<file path="config.mk">
export PLATFORM = sky130hd
export DESIGN_NAME = gst_timer
export DESIGN_NICKNAME = d
export VERILOG_FILES = /design/src/design/gst_pkg.sv /design/src/design/gst_timer.sv
export VERILOG_INCLUDE_DIRS = /design/src /design/src/design
export SDC_FILE = /design/constraint.sdc
export NUM_CORES = 1
export LEC_CHECK = 0
export ABC_AREA = 0
export BUFFER_PORTS_ARGS = -buffer_cell sky130_fd_sc_hd__clkbuf_2
export CAP_MARGIN = 10
export CORE_UTILIZATION = 45
export DETAILED_ROUTE_END_ITERATION = 10
export GPL_TIMING_DRIVEN = 0
export PLACE_DENSITY_LB_ADDON = 0.1
export SYNTH_ARGS = -nofsm -noshare
export SYNTH_HDL_FRONTEND = slang
export SYNTH_SLANG_ARGS = --single-unit
</file>
<file path="constraint.sdc">
create_clock -name clk_i -period 2 [get_ports clk_i]
set_input_delay 0 -clock clk_i [delete_from_list [all_inputs] [get_ports clk_i]]
set_output_delay 0 -clock clk_i [all_outputs]
set_load 0.05 [all_outputs]
</file>
<file path="src/design/gst_defines.svh">
`ifndef GST_DEFINES_SVH
`define GST_DEFINES_SVH

`define GST_COUNT_W 16
`define GST_COUNT_RESET 16'h0000
`define GST_COUNT_MAX 16'hFFFF
`define GST_FOSC_DIV 2'h3
`define GST_SRC_INTERNAL 1'b0
`define GST_SRC_EXTERNAL 1'b1

`endif

</file>
<file path="src/design/gst_pkg.sv">
package gst_pkg;

  typedef struct packed {
    logic enable;
    logic clock_source_select;
    logic sync_n;
    logic gate_enable;
    logic gate_invert;
    logic gate_select_comparator;
  } gst_ctrl_t;

  typedef struct packed {
    logic write_high;
    logic write_low;
    logic [7:0] data;
    logic clear_flag;
  } gst_sw_t;

  typedef enum logic [1:0] {
    GST_RUN = 2'b00,
    GST_SLEEP = 2'b01
  } gst_mode_t;

  typedef struct packed {
    logic [15:0] count;
    logic [1:0] div;
    logic ext_d1;
    logic ext_d2;
    logic ext_prev;
    logic overflow_flag;
    logic wake;
    logic display_clock;
    gst_mode_t mode;
  } gst_state_t;

endpackage : gst_pkg

</file>
<file path="src/design/gst_timer.sv">
`timescale 1ns/1ps
`include "gst_defines.svh"

// Functional notes
// - Sixteen-bit up-only counter, read and written as high and low bytes.
// - A byte write replaces that counter byte at once, no staging register.
// - Source select 0 counts the instruction clock, 1 counts the external pin.
// - Internal source is a timer; external source times or counts pin pulses.
// - Counting may be gated by the comparator or the gate pin, software chosen.
// - Overflow wakes the core only with external clock in asynchronous mode.
// - The count clock is offered to the display driver.
module gst_timer (
  input wire logic clk_i,
  input wire logic rst_i,
  input wire gst_pkg::gst_ctrl_t ctrl_i,
  input wire gst_pkg::gst_sw_t sw_i,
  input wire logic sleep_i,
  input wire logic external_count_clock_pin_i,
  input wire logic count_gate_pin_n_i,
  input wire logic comparator_out_i,
  output logic [7:0] count_high_byte_o,
  output logic [7:0] count_low_byte_o,
  output logic overflow_flag_o,
  output logic wake_o,
  output logic display_clock_o
);
  import gst_pkg::*;

  gst_state_t s;
  gst_state_t next_s;
  logic tick;
  logic gate_ok;
  logic ext_rise;
  logic ovf;

  // True when the count clock comes from the external pin rather than the instruction clock.
  function automatic logic src_is_external(input gst_ctrl_t ctrl);
    return ctrl.clock_source_select == `GST_SRC_EXTERNAL;
  endfunction : src_is_external

  always_comb begin
    next_s = s;
    // The external pin passes two flops; edge detection compares the second with a third flop, ext_prev.
    next_s.ext_d1 = external_count_clock_pin_i;
    next_s.ext_d2 = s.ext_d1;
    next_s.ext_prev = s.ext_d2;
    ext_rise = s.ext_d2 && !s.ext_prev;
    next_s.div = s.div + 2'h1;
    // In sleep the instruction clock stops, so only the external source counts.
    if (src_is_external(ctrl_i)) begin
      tick = ext_rise;
    end else begin
      tick = (s.div == `GST_FOSC_DIV) && (s.mode == GST_RUN);
    end
    if (ctrl_i.clock_source_select == `GST_SRC_INTERNAL && ctrl_i.sync_n == 1'b0 && s.mode == GST_SLEEP) begin
      tick = 1'b0;
    end
    // Active-low gate pin; invert lets either level enable counting.
    gate_ok = ctrl_i.gate_select_comparator ? comparator_out_i : !count_gate_pin_n_i;
    gate_ok = gate_ok ^ ctrl_i.gate_invert;
    if (!ctrl_i.gate_enable) begin
      gate_ok = 1'b1;
    end
    // Enable and gate are plain levels, so a count can be held off for any length of time.
    tick = tick && ctrl_i.enable && gate_ok;
    if (src_is_external(ctrl_i) && !ctrl_i.sync_n && s.mode == GST_SLEEP) begin
      tick = ext_rise && ctrl_i.enable && gate_ok;
    end
    ovf = tick && (s.count == `GST_COUNT_MAX);
    next_s.display_clock = tick;
    if (tick) begin
      next_s.count = s.count + 16'h0001;
    end
    // A software byte write wins over a coincident increment in the written byte only; the other byte keeps the increment.
    if (sw_i.write_high) begin
      next_s.count[15:8] = sw_i.data;
    end
    if (sw_i.write_low) begin
      next_s.count[7:0] = sw_i.data;
    end
    // Set wins over clear so an overflow is never lost.
    if (sw_i.clear_flag) begin
      next_s.overflow_flag = 1'b0;
    end
    if (ovf) begin
      next_s.overflow_flag = 1'b1;
    end
    next_s.wake = ovf && s.mode == GST_SLEEP && ctrl_i.sync_n
      && ctrl_i.clock_source_select == `GST_SRC_EXTERNAL;
    case (s.mode)
      GST_RUN: begin
        if (sleep_i) begin
          next_s.mode = GST_SLEEP;
        end
      end
      GST_SLEEP: begin
        if (!sleep_i || next_s.wake) begin
          next_s.mode = GST_RUN;
        end
      end
      default: begin
        next_s.mode = GST_RUN;
      end
    endcase
  end

  always_ff @(posedge clk_i) begin
    if (rst_i) begin
      s <= '0;
    end else begin
      s <= next_s;
    end
  end

  assign count_high_byte_o = s.count[15:8];
  assign count_low_byte_o = s.count[7:0];
  assign overflow_flag_o = s.overflow_flag;
  assign wake_o = s.wake;
  assign display_clock_o = s.display_clock;

  ovf_sets_flag_a: assert property (@(posedge clk_i) disable iff (rst_i)
    ovf |=> overflow_flag_o && (s.count == `GST_COUNT_RESET || $past(sw_i.write_high) || $past(sw_i.write_low)))
    else $error("overflow did not wrap and set flag");
  flag_holds_a: assert property (@(posedge clk_i) disable iff (rst_i)
    overflow_flag_o && !sw_i.clear_flag |=> overflow_flag_o)
    else $error("overflow flag dropped without clear");
  low_write_a: assert property (@(posedge clk_i) disable iff (rst_i)
    sw_i.write_low |=> count_low_byte_o == $past(sw_i.data))
    else $error("low byte write not applied");
  high_write_a: assert property (@(posedge clk_i) disable iff (rst_i)
    sw_i.write_high |=> count_high_byte_o == $past(sw_i.data))
    else $error("high byte write not applied");
  count_up_a: assert property (@(posedge clk_i) disable iff (rst_i)
    tick && !sw_i.write_high && !sw_i.write_low |=> s.count == $past(s.count) + 16'h0001)
    else $error("counter did not increment");
  count_still_a: assert property (@(posedge clk_i) disable iff (rst_i)
    !tick && !sw_i.write_high && !sw_i.write_low |=> $stable(s.count))
    else $error("counter moved without tick");
  gate_blocks_a: assert property (@(posedge clk_i) disable iff (rst_i)
    ctrl_i.gate_enable && !gate_ok |-> !tick)
    else $error("counted while gated off");
  wake_cause_a: assert property (@(posedge clk_i) disable iff (rst_i)
    wake_o |-> $past(ctrl_i.clock_source_select) && $past(ctrl_i.sync_n))
    else $error("wake outside external asynchronous mode");
  disp_clock_a: assert property (@(posedge clk_i) disable iff (rst_i)
    tick |=> display_clock_o)
    else $error("display clock missed a count");

  // Source selection and the instruction-clock divider.
  sleep_stops_int_a: assert property (@(posedge clk_i) disable iff (rst_i)
    !src_is_external(ctrl_i) && s.mode == GST_SLEEP |-> !tick)
    else $error("internal source counted in sleep");

  int_rate_a: assert property (@(posedge clk_i) disable iff (rst_i)
    !src_is_external(ctrl_i) && tick |-> s.div == `GST_FOSC_DIV)
    else $error("internal tick off the divider phase");

  ext_edge_a: assert property (@(posedge clk_i) disable iff (rst_i)
    src_is_external(ctrl_i) && tick |-> ext_rise)
    else $error("external count without a pin edge");

  ext_pulse_a: assert property (@(posedge clk_i) disable iff (rst_i)
    src_is_external(ctrl_i) && ext_rise && ctrl_i.enable && !ctrl_i.gate_enable |-> tick)
    else $error("external pin edge not counted");

  // Enable and gate must block counting whatever the source.
  enable_off_a: assert property (@(posedge clk_i) disable iff (rst_i)
    !ctrl_i.enable |-> !tick)
    else $error("counted while disabled");

  pin_gate_a: assert property (@(posedge clk_i) disable iff (rst_i)
    ctrl_i.gate_enable && !ctrl_i.gate_select_comparator && !ctrl_i.gate_invert && count_gate_pin_n_i |-> !tick)
    else $error("counted while gate pin closed");

  cmp_gate_a: assert property (@(posedge clk_i) disable iff (rst_i)
    ctrl_i.gate_enable && ctrl_i.gate_select_comparator && !ctrl_i.gate_invert && !comparator_out_i |-> !tick)
    else $error("counted while comparator gate closed");

  // Flag, wake and sleep handling.
  flag_clear_a: assert property (@(posedge clk_i) disable iff (rst_i)
    sw_i.clear_flag && !ovf |=> !overflow_flag_o)
    else $error("overflow flag not cleared");

  wake_flag_a: assert property (@(posedge clk_i) disable iff (rst_i)
    wake_o |-> overflow_flag_o)
    else $error("wake without overflow flag");

  wake_sleep_a: assert property (@(posedge clk_i) disable iff (rst_i)
    ovf && s.mode == GST_SLEEP && ctrl_i.sync_n && src_is_external(ctrl_i) |=> wake_o)
    else $error("overflow in sleep did not wake");

  no_wake_run_a: assert property (@(posedge clk_i) disable iff (rst_i)
    s.mode == GST_RUN |=> !wake_o)
    else $error("wake raised while running");

  sleep_entry_a: assert property (@(posedge clk_i) disable iff (rst_i)
    s.mode == GST_RUN && sleep_i |=> s.mode == GST_SLEEP)
    else $error("sleep request not taken");

  // Display clock and byte independence.
  disp_quiet_a: assert property (@(posedge clk_i) disable iff (rst_i)
    !tick |=> !display_clock_o)
    else $error("display clock without a count");

  keep_high_a: assert property (@(posedge clk_i) disable iff (rst_i)
    sw_i.write_low && !sw_i.write_high && !tick |=> count_high_byte_o == $past(count_high_byte_o))
    else $error("low byte write disturbed high byte");

  keep_low_a: assert property (@(posedge clk_i) disable iff (rst_i)
    sw_i.write_high && !sw_i.write_low && !tick |=> count_low_byte_o == $past(count_low_byte_o))
    else $error("high byte write disturbed low byte");

endmodule : gst_timer

</file>
==> flow_metrics.env, run 1 <==
export IMPL_report_final_hold_viol_count=0
export IMPL_rsz0062_at_grt="yes"
export IMPL_p_int_w=0.000718
export IMPL_die_h_microns=57.4
export IMPL_holdPathStages=4
export IMPL_vdd_ir_drop_max_mv=0.523
export IMPL_grt_pass1_wl_mm=5.62
export IMPL_netlist_area_sq_um=1380
export IMPL_comb_power_share=0.252
export IMPL_status="finished, violations left"
export IMPL_grt_total_usage=0.225
export IMPL_num_vias=1395
export IMPL_crit_arrival_ns=2.26
export IMPL_ios=42
export IMPL_violations="design-rule violations, negative setup slack"
export IMPL_synth_top_cell_by_area="dfxtp_1"
export IMPL_wl_per_cell_microns=14.0
export IMPL_clock_path_buffers=2
export IMPL_layout_nets=245
export IMPL_drt_drc_violations_left=1
export IMPL_final_cell_area_sq_um=1860
export IMPL_dp_cells=230
export IMPL_dp_hpwl_mm=2.56
export IMPL_r2r_setup_slack_ns=-0.001
export IMPL_area_growth_pct=34.5
export IMPL_grt_antenna_before_repair=0
export IMPL_worst_pin_slew_ns=0.711
export IMPL_globalplace_congestion=0.786
export IMPL_synth_top_area_share=0.362
export IMPL_path_max_fanout=5
export IMPL_power_leakage_nw=0.802
export IMPL_path_cells="ha_1, nor3b_4, o21ai_4, or3_4, or4_1, a311oi_1"
export IMPL_port_buffers=40
export IMPL_vias_per_cell=5.58
export IMPL_synth_edf_count=0
export IMPL_fp_dieW_microns=57.4
export IMPL_grt_pass1_vias=1272
export IMPL_grt_use_met2=0.379
export IMPL_hold_path_class="in2reg"
export IMPL_core_sq_um=2830
export IMPL_clock_sinks=25
export IMPL_fmax_mhz=500
export IMPL_synth_avg_cell_area_sq_um=8.70
export IMPL_ys_ff_latch=25
export IMPL_cp_slowest_stage_delay_ns=0.51
export IMPL_drt_iter0_drc=28
export IMPL_rows=19
export IMPL_grt_overflow_total=0
export IMPL_met1_usage=0.279
export IMPL_swShare=0.334
export IMPL_finalCritPeriodShare=1.00
export IMPL_r2r_end="count_high_byte_o[3]"
export IMPL_synthArstFlopShare=0
export IMPL_p_seq_frac=0.518
export IMPL_synth_ff_type="dfxtp_1"
export IMPL_cts_buffers=3
export IMPL_power_frac_clock=0.230
export IMPL_reg2reg_from="s[8]"
export IMPL_drtAntennaViolNets=0
export IMPL_postPlaceCellArea_sq_um=1620
export IMPL_initial_core_util=0.489
export IMPL_worstPathRequired_ns=2.26
export IMPL_syn_inst=159
export IMPL_clk_pin_slew_ns=0.15
export IMPL_synth_distinct_cells=40
export IMPL_fin_ws_ns=-0.00124
export IMPL_drv_slew=0
export IMPL_synth_warnings=0
export IMPL_yosys_cell_count_top_type="dfxtp_1"
export IMPL_antenna_cells=0
export IMPL_clk_latency_ns=0.34
export IMPL_path_delay_family="simple AND/OR/NAND/NOR gates"
export IMPL_use_met3=0.0295
export IMPL_cpMaxStageDelayCell="or4_1"
export IMPL_holdPathEnd="count_low_byte_o[7]"
export IMPL_die_area_sq_um=3300
export IMPL_min_period_ns=2.00
export IMPL_synth_area_leaders="dfxtp_1 36%, buf_4 8.7%, nand3_1 2.9%"
export IMPL_gr_max_usage_layer="met2"
export IMPL_drt_pass1_iter_count=8
export IMPL_cap_violations=0
export IMPL_crit_type="reg2reg"
export IMPL_cts_root_buf="clkbuf_4"
export IMPL_hp_start="sw_i[8]"
export IMPL_drive_gt1_frac=0.338
export IMPL_power_density_nw_per_um2=580
export IMPL_endpoint_kind="flip-flop"
export IMPL_clock_skew_ns=0.00222
export IMPL_startpoint_type="flip-flop"
export IMPL_syn_nets=184
export IMPL_worst_path_buf_inv=0
export IMPL_layout_cells_non_filler=250
export IMPL_wirelength_mm=3.51
export IMPL_cts_tree="built"
export IMPL_setup_violations=1
export IMPL_net_switching_power_w=0.000360
export IMPL_timing_slew_headroom=0.525
export IMPL_h_tree_depth=1
export IMPL_grt_max_degree=16
export IMPL_reg2regPathDepth=6
export IMPL_synthTopCellsByCount="25 x dfxtp_1, 16 x buf_4, 10 x nor2_1"
export IMPL_ys_seq_area_frac=0.362
-- placed cells by master (no fill, tap or decap), types with 3 or more instances in the layout --
cell type	count
and4_1	3
nand4_1	4
nand2_1	7
nor2b_1	4
nor2_1	10
clkbuf_2	40
a21oi_1	5
dlygate4sd3_1	13
o31ai_1	4
dfxtp_1	24
o21ai_0	3
and3_1	4
inv_1	7
a211oi_1	5
nor3_1	4
or4_1	4
nor4_1	3
buf_4	19
a311oi_1	4
o31a_1	4
xnor2_1	4
clkbuf_4	3
nand3_1	8
clkbuf_1	5
-- through the flow --
stage	utilization	TNS [ns]	setup slack (ns)	hold WS, ns	total power, W
after floorplan	-	0	0.0486	0.0915	0.000743
after detailed placement	0.573	-0.904	-0.225	0.225	0.000812
after global placement	0.573	-0.312	-0.124	0.204	0.000806
after CTS	0.637	-0.0337	-0.0219	0.0168	0.00108
final	0.657	-0.00124	-0.00124	0.0207	0.00108
after global routing	0.657	-0.195	-0.102	0.0221	0.00112
-- worst min-delay path, cell delays in order --
cell and delay (ns):
clkbuf_2 0.08, inv_1 0.09, a21oi_1 0.07, o31a_1 0.09
-- sequential cells by signal, summed over array words and instances (netlist names) --
register           count
wake_o                 1
overflow_flag_o        1
count_low_byte_o       8
display_clock_o        1
s                      4
next_s                 2
count_high_byte_o      8
-- layout make-up --
type / count / area, sq um
fill: 253 / 970
multi-input combinational: 105 / 759
sequential: 25 / 502
timing repair buffer: 56 / 353
buffer: 22 / 150
tap: 31 / 38.8
inverter: 7 / 26.3
clock buffer: 3 / 22.5
clock inverter: 1 / 7.51
-- worst max-delay path by stage --
stage / startpoint / cells after the start / end / slack (ns)
2_1_floorplan: s[8] / 6 / count_high_byte_o[3] / 0.05
3_3_place_gp: s[8] / 6 / count_low_byte_o[2] / -0.12
3_5_place_dp: s[8] / 6 / count_low_byte_o[2] / -0.22
4_1_cts: count_low_byte_o[2] / 5 / count_high_byte_o[5] / -0.02
5_1_grt: s[8] / 6 / count_high_byte_o[3] / -0.10
6_report: s[8] / 6 / count_high_byte_o[3] / -0.001
-- timing repair --
item | CTS | global route
hold buffers | 13 | 0
setup buffers | 0 | 3
setup endpoints to repair | 11 | 11
hold endpoints to repair | 16 | 0
gates resized for setup | 5 | 7
-- routing by layer --
metal / wire [microns] / part of all wire / vias to the layer above
li1: - / - / 702
met1: 1600 / 0.45 / 648
met3: 134 / 0.038 / 10
met2: 1710 / 0.49 / 35
met4: 68 / 0.019 / 0
met5: 0 / 0 / -
-- power by group through the flow --
stage | Sequential, W | Combinational (W) | Clock [W]
2_1_floorplan | 0.000561 | 0.000182 | 0
3_3_place_gp | 0.000567 | 0.000240 | 0
3_5_place_dp | 0.000568 | 0.000243 | 0
4_1_cts | 0.000558 | 0.000267 | 0.000251
5_1_grt | 0.000565 | 0.000291 | 0.000261
6_report | 0.000559 | 0.000272 | 0.000248
-- cell families (layout without fill, tap and decap cells) --
logic type,Yosys count,count (layout),share of synthesized area
AO/OA/AOI/OAI,37,37,0.203
adder cells (fa/ha/maj),2,2,0.0181
flip-flops,25,25,0.362
buffers and inverters,29,89,0.123
XOR/XNOR,4,4,0.0253
AND/OR/NAND/NOR,62,62,0.269
Note: power is estimated with default switching activity, not from simulation.
==> run 2, diff against run 1 <==
--- a/config.mk
+++ b/config.mk
@@ -8,11 +8,11 @@
 export LEC_CHECK = 0
 export ABC_AREA = 0
 export BUFFER_PORTS_ARGS = -buffer_cell sky130_fd_sc_hd__clkbuf_2
-export CAP_MARGIN = 10
 export CORE_UTILIZATION = 45
 export DETAILED_ROUTE_END_ITERATION = 10
 export GPL_TIMING_DRIVEN = 0
 export PLACE_DENSITY_LB_ADDON = 0.1
+export REMOVE_ABC_BUFFERS = 1
 export SYNTH_ARGS = -nofsm -noshare
 export SYNTH_HDL_FRONTEND = slang
 export SYNTH_SLANG_ARGS = --single-unit
==> run 2 against run 1 <==
Net effect:
- the flow finishes with violations (design-rule violations)
- critical path type unchanged
- wire length grew 2.5%
- via count shrank 2.4%
- combinational power shrank 10%
- sequential power is essentially flat
- clock-buffer cell count is the same
- largest cell class unchanged
- critical endpoint is now count_high_byte_o[2]
- first-iteration DRC count grew 82%
- clock power shrank 4%
- sequential share of layout area grew 1.9 points
- total power shrank 3.5%
- clock skew grew 0.014 ns
- worst setup slack gained 0.077 ns
==> flow_metrics.env, run 2 (synthesis gave the netlist of run 1 again) <==
export IMPL_grt_antenna_before_repair=0
export IMPL_num_vias=1361
export IMPL_report_final_hold_viol_count=0
export IMPL_crit_arrival_ns=2.20
export IMPL_endpoint_kind="flip-flop"
export IMPL_layout_commonest_cell="clkbuf_2"
export IMPL_area_growth_pct=26.0
export IMPL_layout_cells_non_filler=232
export IMPL_worstPathRequired_ns=2.27
export IMPL_status="finished, violations left"
export IMPL_core_sq_um=2830
export IMPL_layout_nets=227
export IMPL_final_cell_area_sq_um=1740
export IMPL_hold_path_class="in2reg"
export IMPL_min_period_ns=1.92
export IMPL_power_density_nw_per_um2=598
export IMPL_highest_layer="met4"
export IMPL_wirelength_met1_mm=1.62
export IMPL_grt_overflow_total=0
export IMPL_drive_gt1_frac=0.313
export IMPL_dp_hpwl_mm=2.34
export IMPL_wl_met2_mm=1.75
export IMPL_met3_length_microns=189
export IMPL_clock_skew_ns=0.0158
export IMPL_startpoint_type="flip-flop"
export IMPL_grt_pass1_vias=1270
export IMPL_violations="design-rule violations"
export IMPL_grt_total_usage=0.226
export IMPL_clk_pin_slew_ns=0.15
export IMPL_port_buffers=41
export IMPL_worst_path_buf_inv=1
export IMPL_wirelength_mm=3.59
export IMPL_rows=19
export IMPL_cap_violations=0
export IMPL_fp_dieW_microns=57.4
export IMPL_die_area_sq_um=3300
export IMPL_vdd_ir_drop_max_mv=0.455
export IMPL_final_util=0.616
export IMPL_die_h_microns=57.4
export IMPL_cts_root_buf="clkbuf_4"
export IMPL_hold_slack_ns=0.0246
export IMPL_crit_type="reg2reg"
export IMPL_path_cells="ha_1, nor3b_4, o21ai_2, or3_4, buf_6, or4_1, a31oi_1"
export IMPL_wl_per_cell_microns=15.5
export IMPL_drtAntennaViolNets=0
export IMPL_cts_tree="built"
export IMPL_grt_max_degree=22
export IMPL_drt_drc_violations_left=2
export IMPL_worst_pin_slew_ns=0.890
export IMPL_rsz0062_at_grt="yes"
export IMPL_mostFrequentLayoutCells="41 x clkbuf_2, 23 x dfxtp_1, 13 x dlygate4sd3_1"
export IMPL_finalCritPeriodShare=0.962
export IMPL_h_tree_depth=1
export IMPL_grt_pass1_wl_mm=5.74
export IMPL_clock_path_buffers=2
export IMPL_clock_sinks=25
export IMPL_fill_cells=261
export IMPL_drt_pass1_iter_count=7
export IMPL_cp_slowest_stage_delay_ns=0.40
export IMPL_antenna_cells=0
export IMPL_timing_slew_headroom=0.405
export IMPL_drv_slew=0
export IMPL_path_delay_family="simple AND/OR/NAND/NOR gates"
export IMPL_clk_latency_ns=0.33
export IMPL_path_max_fanout=8
export IMPL_power_leakage_nw=0.727
export IMPL_globalplace_congestion=0.826
export IMPL_ios=42
export IMPL_vias_per_cell=5.87
export IMPL_cpMaxStageDelayCell="or4_1"
export IMPL_drt_iter0_drc=51
export IMPL_dp_cells=209
export IMPL_initial_core_util=0.489
export IMPL_setup_violations=0
export IMPL_fmax_mhz=520
export IMPL_cts_buffers=3
export IMPL_postPlaceCellArea_sq_um=1480
-- run 2: cell count changes in the layout (fill, tap and decap cells not counted), sizes merged --
cell	previous run	this run
clkinvlp	1	0
clkinv	0	1
clkbuf	48	44
buf	20	6
-- run 2: per-stage QoR --
stage	worst slack, ns	power (W)	TNS (ns)
2_1_floorplan	-0.0989	0.000705	-0.110
3_3_place_gp	-0.240	0.000774	-0.537
3_5_place_dp	-0.214	0.000780	-0.612
4_1_cts	0.00471	0.00104	0
5_1_grt	-0.0218	0.00109	-0.0399
6_report	0.0761	0.00104	0
-- run 2: layer usage --
metal | track usage | vias to the layer above
li1 | - | 668
met1 | 0.284 | 632
met2 | 0.392 | 55
met3 | 0.0476 | 6
met4 | 0.0592 | 0
met5 | 0 | -
-- run 2: repair_timing --
action | in CTS | in global routing
gates resized for setup | 8 | 4
buffers inserted | 3 | 3
setup endpoints to repair | 8 | 10
pin swaps | 5 | 3
hold endpoints to repair | 15 | 0
gates cloned | 0 | 0
hold buffers | 13 | 0
-- run 2: cell type report --
class,count,area (sq um),share of cell area
multi-input cells,105,762,0.438
flip-flops and latches,25,503,0.289
repair buffers,60,384,0.221
well taps,31,38.8,0.0223
inverters,7,26.3,0.0151
clock buffers,3,22.5,0.0129
clock inverters,1,5.00,0.00287
-- run 2: tightest hold or removal path, stage by stage --
cell and delay, ns:
clkbuf_2 0.08, inv_1 0.08, a21oi_1 0.08, o31a_1 0.10
-- run 2: worst paths after layout --
path	endpoint	slack (ns)	depth (start not counted)	startpoint
worst max-delay path	count_high_byte_o[2]	0.08	7	s[8]
worst min-delay path	count_high_byte_o[7]	0.02	4	sw_i[8]
worst max register to register	count_high_byte_o[2]	0.08	7	s[8]
worst min register to register	s[8]	0.41	1	s[8]
-- run 2: power by group --
part / switching, W / internal, W
sequential: 0.0000322 / 0.000528
clock: 0.000162 / 0.0000751
combinational: 0.000154 / 0.0000899
